File: src/verilog/ptw_regs.svh
// Constants of the periodic timer and watchdog unit
//
// Overview of operation
// - All counting except on alternate clock derives from 32.768 kHz input
// - Prescaler divides by two to the exponent
// - Timer is 16-bit down-counter on tick
// - Reload preset after zero, period preset plus one
// - Tick output high one prescaled tick
// - Tick output goes to interrupt controller
// - New preset used only at next reload
// - Restart bit forces reload on next tick
// - Hardware clears restart bit after reload
// - Watchdog is 8-bit down-counter on source
// - Watchdog idle after reset until started
// - Count or match write starts; only reset stops
// - Unlocked count write loads and counts down
// - Key write reloads from stored count
// - Wrong match data fires watchdog at once
// - Counter reaching zero fires watchdog
// - Two services in one clock fire watchdog
// - Select zero timer tick, one prescaled tick
// - Hardware select overrides with alternate clock
// - Lock bits stick until reset
// - Timer lock blocks preset and control writes
// - Match writes ignored while match disabled
// - Watchdog count resets to 0Fh
// - Timer preset resets to FFFFh
`ifndef PTW_REGS_SVH
`define PTW_REGS_SVH

// ----------------------------------------------------------------------
// Configuration bit positions
// ----------------------------------------------------------------------
`define PTW_CFG_LOCK_CFG 0
`define PTW_CFG_LOCK_PRESC 1
`define PTW_CFG_LOCK_TIMER 2
`define PTW_CFG_LOCK_COUNT 3
`define PTW_CFG_WD_CLK_SEL 4
`define PTW_CFG_MATCH_EN 5
`define PTW_TCSR_RESTART 0

// ----------------------------------------------------------------------
// Reset values and codes
// ----------------------------------------------------------------------
`define PTW_LOCKS_RST 4'h0
`define PTW_PRESCALE_EXPONENT_RST 3'h0
`define PTW_PRESCALE_EXPONENT_MAX 3'h5
`define PTW_PRESET_RST 16'hffff
`define PTW_WATCHDOG_COUNT_REGISTER_RST 8'h0f
`define PTW_SERVICE_KEY 8'h5c

`endif

File: src/verilog/ptw_pkg.sv
// Types shared by the periodic timer and watchdog modules
package ptw_pkg;

  typedef enum logic [2:0] {
    PTW_WD_IDLE  = 3'b001,
    PTW_WD_RUN   = 3'b010,
    PTW_WD_FIRED = 3'b100
  } ptw_wd_state_t;

endpackage

File: src/verilog/ptw_tick_if.sv
// Link between the prescaler and the timer core
`timescale 1ns/1ns
interface ptw_tick_if;
  logic [2:0] prescale_exponent;
  logic prescaled_tick;

  modport src (
    input prescale_exponent,
    output prescaled_tick
  );

  modport sink (
    output prescale_exponent,
    input prescaled_tick
  );
endinterface

File: src/verilog/ptw_prescaler.sv
// Power-of-two prescaler of the low-frequency clock
`timescale 1ns/1ns
`include "ptw_regs.svh"
module ptw_prescaler
  import ptw_pkg::*;
#(
  parameter int DIV_W = 5
) (
  input wire logic clk,
  input wire logic reset_n,
  input wire logic lf_clk_in,
  ptw_tick_if.src tick_bus
);

  logic lf_prev_ff;
  logic nxt_lf_prev;
  logic [DIV_W-1:0] div_cnt_ff;
  logic [DIV_W-1:0] nxt_div_cnt;
  logic tick_ff;
  logic nxt_tick;
  logic [DIV_W-1:0] mask;
  logic lf_rise;
  logic [2:0] exp_eff;

  // ----------------------------------------------------------------------
  // Divider
  // ----------------------------------------------------------------------
  always_comb begin
    // Reserved exponents behave as the largest legal ratio
    exp_eff = (tick_bus.prescale_exponent > `PTW_PRESCALE_EXPONENT_MAX) ? `PTW_PRESCALE_EXPONENT_MAX :
              tick_bus.prescale_exponent;
    mask = DIV_W'((1 << exp_eff) - 1);
    lf_rise = lf_clk_in & ~lf_prev_ff;
    nxt_lf_prev = lf_clk_in;
    nxt_div_cnt = div_cnt_ff;
    nxt_tick = 1'b0;
    if (lf_rise) begin
      nxt_div_cnt = div_cnt_ff + 1'b1;
      nxt_tick = ((div_cnt_ff & mask) == mask);
    end
  end

  always_ff @(posedge clk) begin
    if (!reset_n) begin
      lf_prev_ff <= 1'b0;
      div_cnt_ff <= '0;
      tick_ff <= 1'b0;
    end else begin
      lf_prev_ff <= nxt_lf_prev;
      div_cnt_ff <= nxt_div_cnt;
      tick_ff <= nxt_tick;
    end
  end

  assign tick_bus.prescaled_tick = tick_ff;

endmodule

File: src/verilog/ptw_top.sv
// Periodic timer and watchdog unit, top level
`timescale 1ns/1ns
`include "ptw_regs.svh"
module ptw_top
  import ptw_pkg::*;
(
  input wire logic clk,
  input wire logic reset_n,
  input wire logic lf_clk_in,
  input wire logic alt_clk_in,
  input wire logic alt_clk_sel,
  input wire logic cfg_wr,
  input wire logic [7:0] cfg_wdata,
  input wire logic presc_wr,
  input wire logic [7:0] presc_wdata,
  input wire logic preset_wr,
  input wire logic [15:0] preset_wdata,
  input wire logic tcsr_wr,
  input wire logic [7:0] tcsr_wdata,
  input wire logic tcsr_rd,
  input wire logic watchdog_count_register_wr,
  input wire logic [7:0] watchdog_count_register_wdata,
  input wire logic match_wr,
  input wire logic [7:0] match_wdata,
  output logic prescaled_tick,
  output logic timer_tick_output,
  output logic watchdog_signal,
  output logic [3:0] lock_bits,
  output logic watchdog_clock_select,
  output logic match_service_enable,
  output logic [2:0] prescale_exponent,
  output logic [15:0] periodic_timer_preset,
  output logic timer_restart,
  output logic terminal_count,
  output logic [15:0] timer_count,
  output logic [7:0] watchdog_count,
  output logic watchdog_running
);

  // ----------------------------------------------------------------------
  // Declarations
  // ----------------------------------------------------------------------
  ptw_tick_if tick_bus ();

  logic [3:0] lock_ff;
  logic [3:0] nxt_lock;
  logic wd_clk_sel_ff;
  logic nxt_wd_clk_sel;
  logic match_en_ff;
  logic nxt_match_en;
  logic [2:0] prescale_exponent_ff;
  logic [2:0] nxt_prescale_exponent;
  logic cfg_wr_ok;

  logic [15:0] preset_ff;
  logic [15:0] nxt_preset;
  logic [15:0] tcount_ff;
  logic [15:0] nxt_tcount;
  logic restart_ff;
  logic nxt_restart;
  logic tc_ff;
  logic nxt_tc;
  logic tick_ff;
  logic nxt_tick;
  logic ptick_ff;
  logic nxt_ptick;
  logic tick_rise;
  logic ptick;

  ptw_wd_state_t wd_state_ff;
  ptw_wd_state_t nxt_wd_state;
  logic [7:0] wd_cnt_ff;
  logic [7:0] nxt_wd_cnt;
  logic [7:0] wd_reload_ff;
  logic [7:0] nxt_wd_reload;
  logic serviced_ff;
  logic nxt_serviced;
  logic wd_sig_ff;
  logic nxt_wd_sig;
  logic wd_run_ff;
  logic nxt_wd_run;
  logic alt_prev_ff;
  logic nxt_alt_prev;
  logic alt_rise;
  logic wd_ev;
  logic watchdog_count_register_ok;
  logic match_ok;
  logic key_ok;
  logic bad_key;
  logic service;
  logic [7:0] load_val;

  // ----------------------------------------------------------------------
  // Prescaler
  // ----------------------------------------------------------------------
  ptw_prescaler #(
    .DIV_W(5)
  ) u_prescaler (
    .clk(clk),
    .reset_n(reset_n),
    .lf_clk_in(lf_clk_in),
    .tick_bus(tick_bus.src)
  );

  assign tick_bus.prescale_exponent = prescale_exponent_ff;
  assign ptick = tick_bus.prescaled_tick;

  // ----------------------------------------------------------------------
  // Configuration and lock bits
  // ----------------------------------------------------------------------
  assign cfg_wr_ok = cfg_wr & ~lock_ff[`PTW_CFG_LOCK_CFG];

  // Writing zero never clears a lock; only reset does
  genvar gi;
  generate
    for (gi = 0; gi < 4; gi++) begin : g_lock
      assign nxt_lock[gi] = lock_ff[gi] | (cfg_wr_ok & cfg_wdata[gi]);
    end
  endgenerate

  always_comb begin
    nxt_wd_clk_sel = wd_clk_sel_ff;
    nxt_match_en = match_en_ff;
    nxt_prescale_exponent = prescale_exponent_ff;
    if (cfg_wr_ok) begin
      nxt_wd_clk_sel = cfg_wdata[`PTW_CFG_WD_CLK_SEL];
      nxt_match_en = cfg_wdata[`PTW_CFG_MATCH_EN];
    end
    if (presc_wr && !lock_ff[`PTW_CFG_LOCK_PRESC]) begin
      nxt_prescale_exponent = presc_wdata[2:0];
    end
  end

  always_ff @(posedge clk) begin
    if (!reset_n) begin
      lock_ff <= `PTW_LOCKS_RST;
      wd_clk_sel_ff <= 1'b0;
      match_en_ff <= 1'b0;
      prescale_exponent_ff <= `PTW_PRESCALE_EXPONENT_RST;
    end else begin
      lock_ff <= nxt_lock;
      wd_clk_sel_ff <= nxt_wd_clk_sel;
      match_en_ff <= nxt_match_en;
      prescale_exponent_ff <= nxt_prescale_exponent;
    end
  end

  // ----------------------------------------------------------------------
  // Periodic timer
  // ----------------------------------------------------------------------
  always_comb begin
    nxt_preset = preset_ff;
    nxt_tcount = tcount_ff;
    nxt_restart = restart_ff;
    nxt_tc = tc_ff;
    nxt_tick = tick_ff;
    nxt_ptick = ptick;
    tick_rise = 1'b0;
    if (preset_wr && !lock_ff[`PTW_CFG_LOCK_TIMER]) begin
      // Count in flight keeps going; preset is sampled only on reload
      nxt_preset = preset_wdata;
    end
    if (ptick) begin
      if (restart_ff || (tcount_ff == 16'h0000)) begin
        nxt_tcount = preset_ff;
        nxt_restart = 1'b0;
      end else begin
        nxt_tcount = tcount_ff - 16'h0001;
      end
      // Output holds for the whole tick cycle in which the count is zero
      nxt_tick = (nxt_tcount == 16'h0000);
      tick_rise = nxt_tick & ~tick_ff;
    end
    if (tcsr_rd) begin
      nxt_tc = 1'b0;
    end
    // A new terminal count beats a read in the same cycle
    if (ptick && (nxt_tcount == 16'h0000)) begin
      nxt_tc = 1'b1;
    end
    // Pending restart survives a tick arriving in the write cycle
    if (tcsr_wr && !lock_ff[`PTW_CFG_LOCK_TIMER] && tcsr_wdata[`PTW_TCSR_RESTART]) begin
      nxt_restart = 1'b1;
    end
  end

  always_ff @(posedge clk) begin
    if (!reset_n) begin
      preset_ff <= `PTW_PRESET_RST;
      tcount_ff <= `PTW_PRESET_RST;
      restart_ff <= 1'b0;
      tc_ff <= 1'b0;
      tick_ff <= 1'b0;
      ptick_ff <= 1'b0;
    end else begin
      preset_ff <= nxt_preset;
      tcount_ff <= nxt_tcount;
      restart_ff <= nxt_restart;
      tc_ff <= nxt_tc;
      tick_ff <= nxt_tick;
      ptick_ff <= nxt_ptick;
    end
  end

  // ----------------------------------------------------------------------
  // Watchdog clock source
  // ----------------------------------------------------------------------
  assign nxt_alt_prev = alt_clk_in;
  assign alt_rise = alt_clk_in & ~alt_prev_ff;

  always_comb begin
    if (alt_clk_sel) begin
      wd_ev = alt_rise;
    end else if (wd_clk_sel_ff) begin
      wd_ev = ptick;
    end else begin
      wd_ev = tick_rise;
    end
  end

  // ----------------------------------------------------------------------
  // Watchdog
  // ----------------------------------------------------------------------
  assign watchdog_count_register_ok = watchdog_count_register_wr & ~lock_ff[`PTW_CFG_LOCK_COUNT];
  assign match_ok = match_wr & match_en_ff;
  assign key_ok = match_ok & (match_wdata == `PTW_SERVICE_KEY);
  assign bad_key = match_ok & (match_wdata != `PTW_SERVICE_KEY);
  assign service = watchdog_count_register_ok | key_ok;
  assign load_val = watchdog_count_register_ok ? watchdog_count_register_wdata : wd_reload_ff;

  always_comb begin
    nxt_wd_state = wd_state_ff;
    nxt_wd_cnt = wd_cnt_ff;
    nxt_wd_reload = watchdog_count_register_ok ? watchdog_count_register_wdata : wd_reload_ff;
    nxt_serviced = serviced_ff;
    nxt_wd_sig = wd_sig_ff;
    unique case (wd_state_ff)
      PTW_WD_IDLE: begin
        // Does not count until the first start write; wrong match data still fires it
        if (bad_key) begin
          nxt_wd_state = PTW_WD_FIRED;
          nxt_wd_sig = 1'b1;
        end else if (service) begin
          nxt_wd_state = PTW_WD_RUN;
          nxt_wd_cnt = load_val;
          nxt_serviced = 1'b1;
        end
      end
      PTW_WD_RUN: begin
        if (wd_ev) begin
          nxt_serviced = 1'b0;
          nxt_wd_cnt = wd_cnt_ff - 8'h01;
        end
        if (bad_key) begin
          nxt_wd_state = PTW_WD_FIRED;
          nxt_wd_sig = 1'b1;
        end else if (service) begin
          // A clock edge in the same cycle ends the previous window
          if (serviced_ff && !wd_ev) begin
            nxt_wd_state = PTW_WD_FIRED;
            nxt_wd_sig = 1'b1;
          end else begin
            nxt_wd_cnt = load_val;
            nxt_serviced = 1'b1;
          end
        end else if (wd_ev && (wd_cnt_ff <= 8'h01)) begin
          nxt_wd_state = PTW_WD_FIRED;
          nxt_wd_sig = 1'b1;
        end
      end
      PTW_WD_FIRED: begin
        nxt_wd_sig = 1'b1;
      end
      default: begin
        nxt_wd_state = PTW_WD_FIRED;
        nxt_wd_sig = 1'b1;
      end
    endcase
    nxt_wd_run = (nxt_wd_state != PTW_WD_IDLE);
  end

  always_ff @(posedge clk) begin
    if (!reset_n) begin
      wd_state_ff <= PTW_WD_IDLE;
      wd_cnt_ff <= `PTW_WATCHDOG_COUNT_REGISTER_RST;
      wd_reload_ff <= `PTW_WATCHDOG_COUNT_REGISTER_RST;
      serviced_ff <= 1'b0;
      wd_sig_ff <= 1'b0;
      wd_run_ff <= 1'b0;
      alt_prev_ff <= 1'b0;
    end else begin
      wd_state_ff <= nxt_wd_state;
      wd_cnt_ff <= nxt_wd_cnt;
      wd_reload_ff <= nxt_wd_reload;
      serviced_ff <= nxt_serviced;
      wd_sig_ff <= nxt_wd_sig;
      wd_run_ff <= nxt_wd_run;
      alt_prev_ff <= nxt_alt_prev;
    end
  end

  // ----------------------------------------------------------------------
  // Outputs
  // ----------------------------------------------------------------------
  // Status copy of the tick lags the internal one by a cycle
  assign prescaled_tick = ptick_ff;
  assign timer_tick_output = tick_ff;
  assign watchdog_signal = wd_sig_ff;
  assign lock_bits = lock_ff;
  assign watchdog_clock_select = wd_clk_sel_ff;
  assign match_service_enable = match_en_ff;
  assign prescale_exponent = prescale_exponent_ff;
  assign periodic_timer_preset = preset_ff;
  assign timer_restart = restart_ff;
  assign terminal_count = tc_ff;
  assign timer_count = tcount_ff;
  assign watchdog_count = wd_cnt_ff;
  assign watchdog_running = wd_run_ff;

endmodule

File: config.mk
export PLATFORM = sky130hd
export DESIGN_NAME = ptw_top
export DESIGN_NICKNAME = d
export VERILOG_FILES = /design/src/verilog/ptw_pkg.sv /design/src/verilog/ptw_tick_if.sv /design/src/verilog/ptw_prescaler.sv /design/src/verilog/ptw_top.sv
export VERILOG_INCLUDE_DIRS = /design/src /design/src/verilog
export SDC_FILE = /design/constraint.sdc
export NUM_CORES = 1
export LEC_CHECK = 0
export BUFFER_PORTS_ARGS = -buffer_cell sky130_fd_sc_hd__clkbuf_2
export CAP_MARGIN = 20
export CORE_MARGIN = 2
export CORE_UTILIZATION = 35
export DETAILED_ROUTE_END_ITERATION = 10
export PLACE_DENSITY = 0.62
export SLEW_MARGIN = 20
export SYNTH_ARGS = -nofsm -noshare
export SYNTH_HDL_FRONTEND = slang
export SYNTH_SLANG_ARGS = --single-unit
File: constraint.sdc
create_clock -name clk -period 3.2 [get_ports clk]
set_clock_uncertainty 0.15 [all_clocks]
set_input_delay 0.64 -clock clk [delete_from_list [all_inputs] [get_ports clk]]
set_output_delay 0.64 -clock clk [all_outputs]
set_load 0.005 [all_outputs]
==> metrics <==
status=completed; Max Used Layer=met4; Critical Path Start Type=flip-flop; number of global-route vias before repair=3709; mean post-synth cell area=8.151 µm²; IO Port Bufs=108; Die H=110.0 µm; Primary FF master, synth=dfxtp_1; CP Capture Type=flip-flop; Gate Count Post-Synth=482; ys async rst share=0%; metal1 wirelength=5.482 mm; CTS tree=built; Leak=2.238 nW; Critical Setup Path Class=reg -> reg; DR WL/cell=15.46 µm; WL met3=639 µm; starting density of the core=36.08%; EDFF count, synth=0; DR DRC count=0; Yosys top cell area share=38.22%; RSZ-0062 raised after global routing=true; Worst path max stage delay=0.40 ns; GPL Wtd Cong=0.9071; first-pass GRT wire length=18.62 mm; Hold Path Depth=2; Synth top cells by count=79 x nand2_1, 75 x dfxtp_1, 45 x nor2_1; Fmax achieved=323.0 MHz; Slowest cell on crit path=a21boi_4; cts hold-fix bufs=0; vias=3977; pre-CTS setup slack=-0.04125 ns; # clock sinks=75; Core Area=10890 µm²; end of the worst hold path=wd_reload_ff[0]$_SDFF_PN1_; initial antenna violation count=0; Final setup viols=0; max_slew headroom=33.55%; Die W=110.0 µm; Worst path most repeated cell=buf_4; largest net degree at the start of global routing=35; Met2 Wirelength=5.379 mm; Critical Path AT=3.18 ns; Hold Crit Class=reg -> reg; P&R area growth vs syn=31.53%; worst path cell trace=buf_4 > nor4_4 > buf_4 > nand3_1 > buf_4 > or3_1 > nand4_1 > a221oi_4 > a21boi_4 > buf_6 > a21boi_2 > mux2i_1 > a21oi_1; Distinct cells, synth=65; crit-path max FO=8; global route total overflow=0; Yosys top cell by area=dfxtp_1; count of synthesis-stage warnings from yosys=0; mapped cell area=3929 µm²; Power Density=424.9 nW/µm²; Max Slew Vio Count=0; number of CTS-inserted buffers=9; dominant cells by area after synthesis=dfxtp_1 38%, nand2_1 7.5%, mux2i_1 4.8%; DR pass1 iterations=5; area post-placement=4788 µm²; htree depth=3; Placement Rows=38; DRT antenna net count=0; Yosys reg bits=75; worst reg2reg endpoint=watchdog_count[0]$_SDFFE_PN1P_; Hold Vio Cnt, Final=0; IO Pins=123; setup ws final=0.1041 ns; Max Cap Viol=0; full die area=12090 µm²; final HPWL from detailed placement=8.764 mm; CTS Root Buffer Type=clkbuf_8; final net count=685; most common cell in the netlist=nand2_1; Vias/cell=5.254; Total GRT Usage=19.82%; post-detailed-routing wire length=11.70 mm; Critical R2R Launch=timer_count[3]$_SDFF_PN1_; diode count=0; final instance area=5167 µm²; Fin Setup TNS=0 ns; Worst Path Buf+Inv=4; Peak supply drop=0.2287 mV; CTS Buffer Depth=2; Worst Path Required=3.29 ns; delay-heaviest family, CP=simple AND/OR/NAND/NOR gates; worst slew pin tran=0.9946 ns; fin crit period=3.096 ns; period utilization=96.75%; reg2reg setup slack=0.10 ns; reg2reg path depth=13; Mapped Nets=555; Hold Crit Start=wd_reload_ff[0]$_SDFF_PN1_; Fin Hold WS=0.3316 ns; initial DRC count=289; clock transition at the registers of the reported paths=0.08 ns; share of post-route cells with drive strength above 1=34.04%; Worst-Skew Late Latency=0.35 ns; post-synthesis sequential area ratio=38.22%
==> placed cells by master, fill, tap and decap left out, types with 3 or more instances in the layout <==
cell type  instances
ha_1               4
xor2_1             5
a22o_1             3
buf_4             35
mux2i_1           19
clkbuf_8          10
o31ai_1            3
clkbuf_2         108
nor2_1            45
o21ai_0           27
nor4_4             4
a21oi_1           17
inv_1              8
nor4_1             6
o21ai_1            3
dfxtp_1           71
nor2b_1            8
nand4_1            9
nand3b_1           3
nor3_1             9
dfxtp_2            4
o22ai_1            3
or3_1              4
o21a_1             3
a21boi_0           3
xnor2_1            3
or2_2              7
nand2_1           79
a22oi_1            3
mux2_2             4
a31oi_1            4
nand2b_1          12
and2_1             6
buf_6              3
nand3_1           26
==> power breakdown <==
part,total [W],switching [W],internal [W]
Combinational,0.000317,0.000174,0.000142
Clock,0.000835,0.000375,0.000461
Sequential,0.00104,0.0000563,0.000987
==> layout make-up <==
class | instances | area [µm²]
well taps | 140 | 175.2
fillers | 1087 | 5720
clock inverters | 6 | 86.33
clock buffers | 10 | 137.6
flip-flops and latches | 75 | 1506
multi-input cells | 370 | 2387
repair buffers | 146 | 837.1
inverters | 10 | 37.54
==> worst max path at each step <==
stage                                                end  cells past startpoint                      start  slack [ns]
after global placement    watchdog_count[5]$_SDFFE_PN0P_                     12  timer_count[0]$_SDFF_PN1_        0.02
after floorplan           watchdog_count[6]$_SDFFE_PN0P_                     13  timer_count[0]$_SDFF_PN1_       0.009
after CTS                 watchdog_count[6]$_SDFFE_PN0P_                     11  timer_count[1]$_SDFF_PN1_       0.005
after detailed placement  watchdog_count[5]$_SDFFE_PN0P_                     12  timer_count[0]$_SDFF_PN1_       -0.04
after global routing      watchdog_count[4]$_SDFFE_PN0P_                     11  timer_count[1]$_SDFF_PN1_       -0.05
final                     watchdog_count[0]$_SDFFE_PN1P_                     13  timer_count[3]$_SDFF_PN1_        0.10
==> logic make-up (layout without fill, tap and decap cells) <==
family	count (synthesis)	in the layout	share of synthesized area (%)
muxes	23	23	5.987
adders and majority gates	5	5	1.592
DFF	75	75	38.22
buffers and inverters	37	172	3.854
and+or+nand+nor	237	237	31.21
AOI/OAI and AO/OA	97	97	17.36
xor gates and xnor gates	8	8	1.784
==> sequential cells by signal, indices dropped and copies added (netlist names), 3 cells and up <==
signal	flops
timer_count	16
watchdog_count	8
wd_reload_ff	8
wd_state_ff	3
prescale_exponent	3
u_prescaler.div_cnt_ff	5
periodic_timer_preset	16
lock_bits	4
==> per-layer routing <==
| metal | track usage (%) | up-vias |
|---|---|---|
| met4 | 6.510 | 0 |
| met5 | 0 | - |
| li1 | - | 1967 |
| met3 | 4.386 | 16 |
| met1 | 27.36 | 1885 |
| met2 | 30.54 | 109 |
==> worst reg2reg max path: stages, from the launching register on <==
cell	delay (ns)
dfxtp_1	0.33
buf_4	0.14
nor4_4	0.26
buf_4	0.19
nand3_1	0.18
buf_4	0.21
or3_1	0.36
nand4_1	0.20
a221oi_4	0.13
a21boi_4	0.40
buf_6	0.16
a21boi_2	0.05
mux2i_1	0.13
a21oi_1	0.08
==> timing repair <==
| action | in CTS | in global routing |
|---|---|---|
| gates resized for setup | 2 | 30 |
| buffers inserted | 0 | 4 |
| pin swaps | 2 | 16 |
| setup endpoints to repair | 4 | 13 |
==> per-stage QoR <==
step           instances  util [%]  power (W)
6_report             757     47.46   0.002196
5_1_grt              757     47.46   0.002302
4_1_cts              753     46.10   0.002212
3_5_place_dp         737     43.98   0.001375
3_3_place_gp         737     43.98   0.001366
2_1_floorplan        482         -   0.001238
No activity file was read; power rests on OpenSTA's default activity.
